$ cat config.mk
export PLATFORM = sky130hd
export DESIGN_NAME = tacw_control_word
export DESIGN_NICKNAME = d
export VERILOG_FILES = /design/src/logic/tacw_unused_placeholder_never.v /design/src/logic/tacw_sync.v /design/src/logic/tacw_control_word.v
export VERILOG_INCLUDE_DIRS = /design/src /design/src/pkg
export SDC_FILE = /design/constraint.sdc
export NUM_CORES = 1
export LEC_CHECK = 0
export BUFFER_PORTS_ARGS = -buffer_cell sky130_fd_sc_hd__clkbuf_2
export CAP_MARGIN = 20
export CELL_PAD_IN_SITES_DETAIL_PLACEMENT = 1
export CELL_PAD_IN_SITES_GLOBAL_PLACEMENT = 1
export CORE_ASPECT_RATIO = 1.75
export CORE_MARGIN = 2
export CORE_UTILIZATION = 45
export CTS_CLUSTER_DIAMETER = 30
export DETAILED_ROUTE_END_ITERATION = 8
export GPL_ROUTABILITY_DRIVEN = 0
export PLACE_DENSITY = 0.86
export SYNTH_ARGS = -nofsm -noshare
export SYNTH_HDL_FRONTEND = slang
export SYNTH_SLANG_ARGS = --single-unit
$ cat constraint.sdc
create_clock -name clock_in -period 2.74 [get_ports clock_in]
set_input_delay 0.137 -clock clock_in [delete_from_list [all_inputs] [get_ports clock_in]]
set_output_delay 0.137 -clock clock_in [all_outputs]
set_load 0.01 [all_outputs]
$ cat src/pkg/tacw_map.vh
`ifndef TACW_MAP_VH
`define TACW_MAP_VH

// Command word field positions, most significant bit first on the wire
`define TACW_BIT_START 7
`define TACW_BIT_CH_HI 6
`define TACW_BIT_CH_LO 4
`define TACW_BIT_RES 3
`define TACW_BIT_REF 2
`define TACW_BIT_PWR_HI 1
`define TACW_BIT_PWR_LO 0
`define TACW_WORD_BITS 4'h8

// Power-up values of the power bits
`define TACW_RST_PWR_HI 1'h1
`define TACW_RST_PWR_LO 1'h0
// Power-up values of the remaining fields (no conversion configured)
`define TACW_RST_CHAN 3'h0
`define TACW_RST_RES 1'h0
`define TACW_RST_REF 1'h1

// Channel codes
`define TACW_CH_XPOS 3'h1
`define TACW_CH_AUX1 3'h2
`define TACW_CH_YPOS 3'h5
`define TACW_CH_AUX2 3'h6

// Multiplexer selection codes
`define TACW_MUX_NONE 3'h0
`define TACW_MUX_XPOS 3'h1
`define TACW_MUX_YPOS 3'h2
`define TACW_MUX_AUX1 3'h3
`define TACW_MUX_AUX2 3'h4

// Reference routing codes
`define TACW_REFSEL_PIN 2'h0
`define TACW_REFSEL_YDRV 2'h1
`define TACW_REFSEL_XDRV 2'h2

// Serial clock counts, counted from the word's last rising edge
`define TACW_GAP_12BIT 5'h07
`define TACW_GAP_8BIT 5'h03
// Falling edges after the start marker for power up and power down
`define TACW_FALL_PWR_UP 5'h04
`define TACW_FALL_PWR_DOWN 5'h14

`endif

$ cat src/logic/tacw_unused_placeholder_never.v
`timescale 1ns/1ps
`default_nettype none
`default_nettype wire

$ cat src/logic/tacw_sync.v
`timescale 1ns/1ps
`default_nettype none

module tacw_sync (
    input wire clock_in,
    input wire arst_n_in,
    input wire async_in,
    output reg sync_out
);

    reg stage_one;

    always @(posedge clock_in or negedge arst_n_in) begin
        if (!arst_n_in) begin
            stage_one <= 1'b0;
            sync_out <= 1'b0;
        end else begin
            stage_one <= async_in;
            sync_out <= stage_one;
        end
    end

endmodule // tacw_sync

`default_nettype wire

$ cat src/logic/tacw_control_word.v
// How it works
// Host starts every command with a high marker bit.
// Serial data is ignored until a start marker is seen.
// First high bit sampled on serial data is the start marker.
// Fields arrive MSB first: marker, channel, resolution, reference, power bits.
// Next command accepted only after 15 or 11 serial clocks per resolution.
// Channel and reference bits set mux, panel drivers and reference routing.
// 001 X-plus with Y drivers, 101 Y-plus with X drivers, 010/110 auxiliaries.
// Resolution bit zero means 12-bit, one means 8-bit conversion.
// Reference bit one is single-ended, zero is differential.
// Differential reference comes from the active panel driver nodes.
// Single-ended reference is the reference pin against ground.
// Host uses differential mode only for X and Y positions.
// At power-up low power bit is zero, high power bit is one.
// Code 00 powers down after conversion; pen interrupt and Y-minus stay on.
// Leaving power-down at conversion start restores full power at once.
// Code 01 powers down like 00 but pen interrupt off, Y-minus open.
// Code 10 stays powered with pen interrupt enabled.
// Code 11 stays powered with pen interrupt disabled.
// Power up on fourth falling edge after marker, down on twentieth.
// Command bits sampled on rising serial clock edges, only after a marker.
// Latched settings hold until a later valid command overwrites them.
`timescale 1ns/1ps
`default_nettype none
`include "tacw_map.vh"

module tacw_control_word (
    input wire clock_in,
    input wire arst_n_in,
    input wire host_serial_clock_in,
    input wire serial_data_in,
    output reg [2:0] channel_select_out,
    output reg resolution_8bit_out,
    output reg reference_mode_select_out,
    output reg power_bit_high_out,
    output reg power_bit_low_out,
    output reg [2:0] mux_select_out,
    output reg x_drivers_on_out,
    output reg y_drivers_on_out,
    output reg y_minus_on_out,
    output reg [1:0] reference_route_out,
    output reg channel_invalid_out,
    output reg touch_detect_interrupt_enable_out,
    output reg converter_powered_out,
    output reg word_valid_out
);

    localparam ST_HUNT = 3'b001;
    localparam ST_SHIFT = 3'b010;
    localparam ST_GAP = 3'b100;

    wire sclk_sync;
    wire data_sync;
    reg sclk_prev;
    reg [2:0] state;
    reg [3:0] bit_count;
    reg [6:0] shift;
    reg [4:0] gap_count;
    reg [4:0] fall_count;
    reg fall_active;

    tacw_sync u_sync_sclk (
        .clock_in(clock_in),
        .arst_n_in(arst_n_in),
        .async_in(host_serial_clock_in),
        .sync_out(sclk_sync)
    );

    tacw_sync u_sync_data (
        .clock_in(clock_in),
        .arst_n_in(arst_n_in),
        .async_in(serial_data_in),
        .sync_out(data_sync)
    );

    wire sclk_rise = sclk_sync & ~sclk_prev;
    wire sclk_fall = ~sclk_sync & sclk_prev;
    // Assembled on the eighth rise: six held bits plus the one on the wire now
    wire [7:0] word_full = {1'b1, shift[5:0], data_sync};
    wire last_bit = (state == ST_SHIFT) && sclk_rise && (bit_count == 4'h7);

    // Serial receive: hunt for marker, shift seven field bits, then wait out the gap
    always @(posedge clock_in or negedge arst_n_in) begin
        if (!arst_n_in) begin
            sclk_prev <= 1'b0;
            state <= ST_HUNT;
            bit_count <= 4'h0;
            shift <= 7'h00;
            gap_count <= 5'h00;
            word_valid_out <= 1'b0;
        end else begin
            sclk_prev <= sclk_sync;
            word_valid_out <= 1'b0;
            case (state)
                ST_HUNT: begin
                    if (sclk_rise && data_sync) begin
                        state <= ST_SHIFT;
                        bit_count <= 4'h1;
                        shift <= 7'h00;
                    end
                end
                ST_SHIFT: begin
                    if (sclk_rise) begin
                        shift <= {shift[5:0], data_sync};
                        bit_count <= bit_count + 4'h1;
                        if (bit_count == 4'h7) begin
                            word_valid_out <= 1'b1;
                            state <= ST_GAP;
                            // Gap depends on the resolution just received
                            gap_count <= 5'h00;
                        end
                    end
                end
                ST_GAP: begin
                    // Markers during the gap belong to conversion clocking and are not seen
                    if (sclk_rise) begin
                        gap_count <= gap_count + 5'h01;
                        if (gap_count + 5'h01 >= (resolution_8bit_out ? `TACW_GAP_8BIT : `TACW_GAP_12BIT)) begin
                            state <= ST_HUNT;
                        end
                    end
                end
                default: begin
                    state <= ST_HUNT;
                end
            endcase
        end
    end

    // Latched command fields; change only on a completed word
    always @(posedge clock_in or negedge arst_n_in) begin
        if (!arst_n_in) begin
            channel_select_out <= `TACW_RST_CHAN;
            resolution_8bit_out <= `TACW_RST_RES;
            reference_mode_select_out <= `TACW_RST_REF;
            power_bit_high_out <= `TACW_RST_PWR_HI;
            power_bit_low_out <= `TACW_RST_PWR_LO;
        end else if (last_bit) begin
            channel_select_out <= word_full[`TACW_BIT_CH_HI:`TACW_BIT_CH_LO];
            resolution_8bit_out <= word_full[`TACW_BIT_RES];
            reference_mode_select_out <= word_full[`TACW_BIT_REF];
            power_bit_high_out <= word_full[`TACW_BIT_PWR_HI];
            power_bit_low_out <= word_full[`TACW_BIT_PWR_LO];
        end
    end

    // Falling edge count from the marker for power sequencing
    always @(posedge clock_in or negedge arst_n_in) begin
        if (!arst_n_in) begin
            fall_count <= 5'h00;
            fall_active <= 1'b0;
        end else if (state == ST_HUNT && sclk_rise && data_sync) begin
            fall_count <= 5'h00;
            fall_active <= 1'b1;
        end else if (fall_active && sclk_fall) begin
            fall_count <= fall_count + 5'h01;
            if (fall_count + 5'h01 == `TACW_FALL_PWR_DOWN) begin
                fall_active <= 1'b0;
            end
        end
    end

    // Power state: modes 00 and 01 sleep between conversions
    always @(posedge clock_in or negedge arst_n_in) begin
        if (!arst_n_in) begin
            converter_powered_out <= 1'b1;
        end else begin
            if (power_bit_high_out) begin
                converter_powered_out <= 1'b1;
            end else if (fall_active && sclk_fall && fall_count + 5'h01 == `TACW_FALL_PWR_UP) begin
                converter_powered_out <= 1'b1;
            end else if (fall_active && sclk_fall && fall_count + 5'h01 == `TACW_FALL_PWR_DOWN) begin
                converter_powered_out <= 1'b0;
            end
        end
    end

    // Decode channel, drivers, reference routing and pen interrupt enable
    always @(posedge clock_in or negedge arst_n_in) begin
        if (!arst_n_in) begin
            mux_select_out <= `TACW_MUX_NONE;
            x_drivers_on_out <= 1'b0;
            y_drivers_on_out <= 1'b0;
            y_minus_on_out <= 1'b1;
            reference_route_out <= `TACW_REFSEL_PIN;
            channel_invalid_out <= 1'b0;
            touch_detect_interrupt_enable_out <= 1'b1;
        end else begin
            mux_select_out <= `TACW_MUX_NONE;
            x_drivers_on_out <= 1'b0;
            y_drivers_on_out <= 1'b0;
            reference_route_out <= `TACW_REFSEL_PIN;
            channel_invalid_out <= 1'b0;
            if (channel_select_out == `TACW_CH_XPOS) begin
                mux_select_out <= `TACW_MUX_XPOS;
                y_drivers_on_out <= 1'b1;
                if (!reference_mode_select_out) begin
                    reference_route_out <= `TACW_REFSEL_YDRV;
                end
            end else if (channel_select_out == `TACW_CH_YPOS) begin
                mux_select_out <= `TACW_MUX_YPOS;
                x_drivers_on_out <= 1'b1;
                if (!reference_mode_select_out) begin
                    reference_route_out <= `TACW_REFSEL_XDRV;
                end
            end else if (channel_select_out == `TACW_CH_AUX1) begin
                mux_select_out <= `TACW_MUX_AUX1;
                channel_invalid_out <= ~reference_mode_select_out;
            end else if (channel_select_out == `TACW_CH_AUX2) begin
                mux_select_out <= `TACW_MUX_AUX2;
                channel_invalid_out <= ~reference_mode_select_out;
            end else begin
                channel_invalid_out <= 1'b1;
            end
            // Pen interrupt enable is the inverse of the low power bit in every mode
            touch_detect_interrupt_enable_out <= ~power_bit_low_out;
            // Y-minus closes while asleep only in mode 00
            // Read the latched bits directly so it settles with the pen enable
            y_minus_on_out <= ~(~power_bit_high_out & power_bit_low_out);
        end
    end

endmodule // tacw_control_word

`default_nettype wire

==> impl_metrics.toml <==
[timing]
max-slew-margin-rel = 0.567
whs_ps = 361
fin_skew_ps = 11.6
fin_crit_sh = 0.725
finalSetupTns_ps = 0
setup_slack_ps = 754
fin_crit_ps = 1990
setup_violations = 0
worst_pin_slew_ps = 650
rsz0062_at_grt = "false"
drv_slew = 0
fmax_ghz = 0.504
hold_viol_final = 0

[global_routing]
antenna_found_initial = 0
grt_use_total = 0.191
grt_max_degree = 26
grt_pass1_vias = 1591
grt_overflow = 0
grt_pass1_wl_um = 7580

[cells_and_area]
fillerInstances = 503
fin_nets = 224
areaGrowthSynthToFinish_pct = 15.6
drive_gt1_frac = 0.247
final_util = 0.542
n_antenna_cell = 0
instances_no_fill = 266

[synthesis]
syn_area_um2 = 2070
synth-seq-cells = 48
ys_warn_count = 0
ys_seq_area_frac = 0.585
synth_nets = 195
synthTopCellsByArea = "dfrtp_1 51%, dfstp_2 7.6%, mux2_2 3.8%, ha_1 3.6%, o21ai_0 3.4%"
synth_area_per_cell_um2 = 11.2
synth_edf_count = 0
synth_top_area_frac = 0.509
ys.flop_type = "dfrtp_1"
syn_inst = 185
synthDistinctLibCells = 37
synth_top_cell_by_area = "dfrtp_1"
postSynth.asyncResetShare = 1.00

[die]
fp-row-count = 32
core-area_um2 = 4400
dieHeight_um = 93.6
initial_core_util = 0.469
design.die.area_um2 = 5170
dieWidth_um = 55.2
io_pins = 23

[clock_tree]
cts.htree.levels = 2
cts_setup_buffers = 0
clkLatencyLatePin_ps = 310
ctsHoldBuffers = 3
cts_root_buf = "clkbuf_8"
tritoncts_num_sinks = 48
numCtsBuffers = 5
cts-resized-gates = 0
clock_path_buffers = 2
worst_setup_hold_path_clk_slew_ps = 90
tritoncts = "built"

[detailed_routing]
drtIter0Drc = 23
num_vias = 1474
wl_um = 4530
first_pass_iters = 3
post_drt_wl_per_cell_um = 17.0
drcViolationCount = 0
drtAntennaViolNets = 0
avgViaCountPerCell = 5.54

[worst_setup_path]
critPathArrivalTime_ps = 2170
end_kind = "flip-flop"
cpMaxStageDelayCell = "or3b_1"
crit_path_max_incr_delay_ps = 480
cp_cell_sequence = "or3b_1, nor3_4, nor2_2, mux2_1"
worst-path-max-fanout = 10
path_class = "reg2reg"
required_ps = 2920
start_kind = "flip-flop"

[place]
place_ws_ps = 794
dp_cells = 255
io_buffers = 22
hpwl_um = 3300

[status]
status = "completed"

[run]
max_cap_violations = 0

[power_and_ir_drop]
ir_drop_uv = 551
p_leak_nw = 1.14
powerDensity_nw_per_um2 = 617

[min_path]
hold_class = "reg2reg"
-- routing by layer --
layer | track usage | wire [µm] | vias up
met5 | 0 | 0 | -
met4 | 0.110 | 178 | 0
met3 | 0.0443 | 141 | 17
met2 | 0.347 | 2510 | 27
met1 | 0.195 | 1710 | 742
li1 | - | - | 688
-- cells in the final DEF, fill, tap and decap left out, types with 4 or more instances in the layout --
cell and n:
clkbuf_2 22, o21ai_0 14, dfstp_2 6, inv_1 7, nand2_1 13, nand2b_1 4, nor2_1 16, xor2_1 5
mux2_2 7, dfrtp_1 42, nor3_1 6, clkbuf_8 6, xnor2_1 4, nand3_1 13, ha_1 6, a21oi_1 6
-- synthesized netlist by cell type (2+ instances only) --
cell type and n:
dfstp_2 6, clkbuf_1 4, a31oi_1 2, xnor2_1 4, o21ai_0 14, nor3_1 6
buf_2 2, nor2b_1 3, or3_1 2, nand2b_1 4, inv_1 7, mux2_2 7
mux2_1 2, nand2_1 13, a21o_1 3, xor2_1 5, ha_1 6, nor2_1 16
nand4_1 2, nand3b_1 2, a21oi_1 6, dfrtp_1 42, nand3_1 13
-- logic make-up after synthesis --
logic type / share of synthesized area
AOI/OAI and AO/OA: 0.0836
xor gates and xnor gates: 0.0382
adders and majority gates: 0.0363
buffers and inverters: 0.0248
DFF: 0.585
muxes: 0.0539
and+or+nand+nor: 0.178
-- where the power goes --
| part | switching (mW) | leakage [nW] | internal [mW] |
|---|---|---|---|
| registers | 0.0504 | 0.618 | 0.749 |
| logic | 0.0670 | 0.463 | 0.0624 |
| clock network | 0.247 | 0.0614 | 0.299 |
-- metrics by stage --
| step | total power, mW | cell area (µm²) |
|---|---|---|
| 2_1_floorplan | 0.892 | 2070 |
| 3_3_place_gp | 0.931 | 2240 |
| 3_5_place_dp | 0.942 | 2240 |
| 4_1_cts | 1.49 | 2390 |
| 5_1_grt | 1.54 | 2390 |
| 6_report | 1.47 | 2390 |
-- critical path: cells and delay by family (launching register included) --
family           cells  cell delay [ps]
DFF                  1              470
muxes                1              340
and+or+nand+nor      3             1050
-- state kept, by name, summed over array words and instances, names as in the netlist, 2 cells and up --
register and cells:
mux_select_out 3, shift 6, fall_count 5, reference_route_out 2, gap_count 5, channel_select_out 3, bit_count 4, state 3
-- area by class of cell --
cell class | instances | area [µm²] | area share
flip-flops and latches | 48 | 1210 | 0.506
multi-input cells | 124 | 806 | 0.337
repair buffers | 28 | 163 | 0.0681
clock buffers | 6 | 82.6 | 0.0346
well taps | 51 | 63.8 | 0.0267
clock inverters | 2 | 38.8 | 0.0162
inverters | 7 | 26.3 | 0.0110
-- worst paths after layout --
kind,slack (ps),cells past startpoint,startpoint,to
max,750,4,state[1],gap_count[4]
min,360,0,u_sync_data.stage_one,u_sync_data.sync_out
max reg2reg,750,4,state[1],gap_count[4]
min reg2reg,360,0,u_sync_data.stage_one,u_sync_data.sync_out
max in group asynchronous,1550,3,arst_n_in,touch_detect_interrupt_enable_out
min in group asynchronous,380,2,arst_n_in,fall_count[1]
No activity file was read; power rests on OpenSTA's default activity.
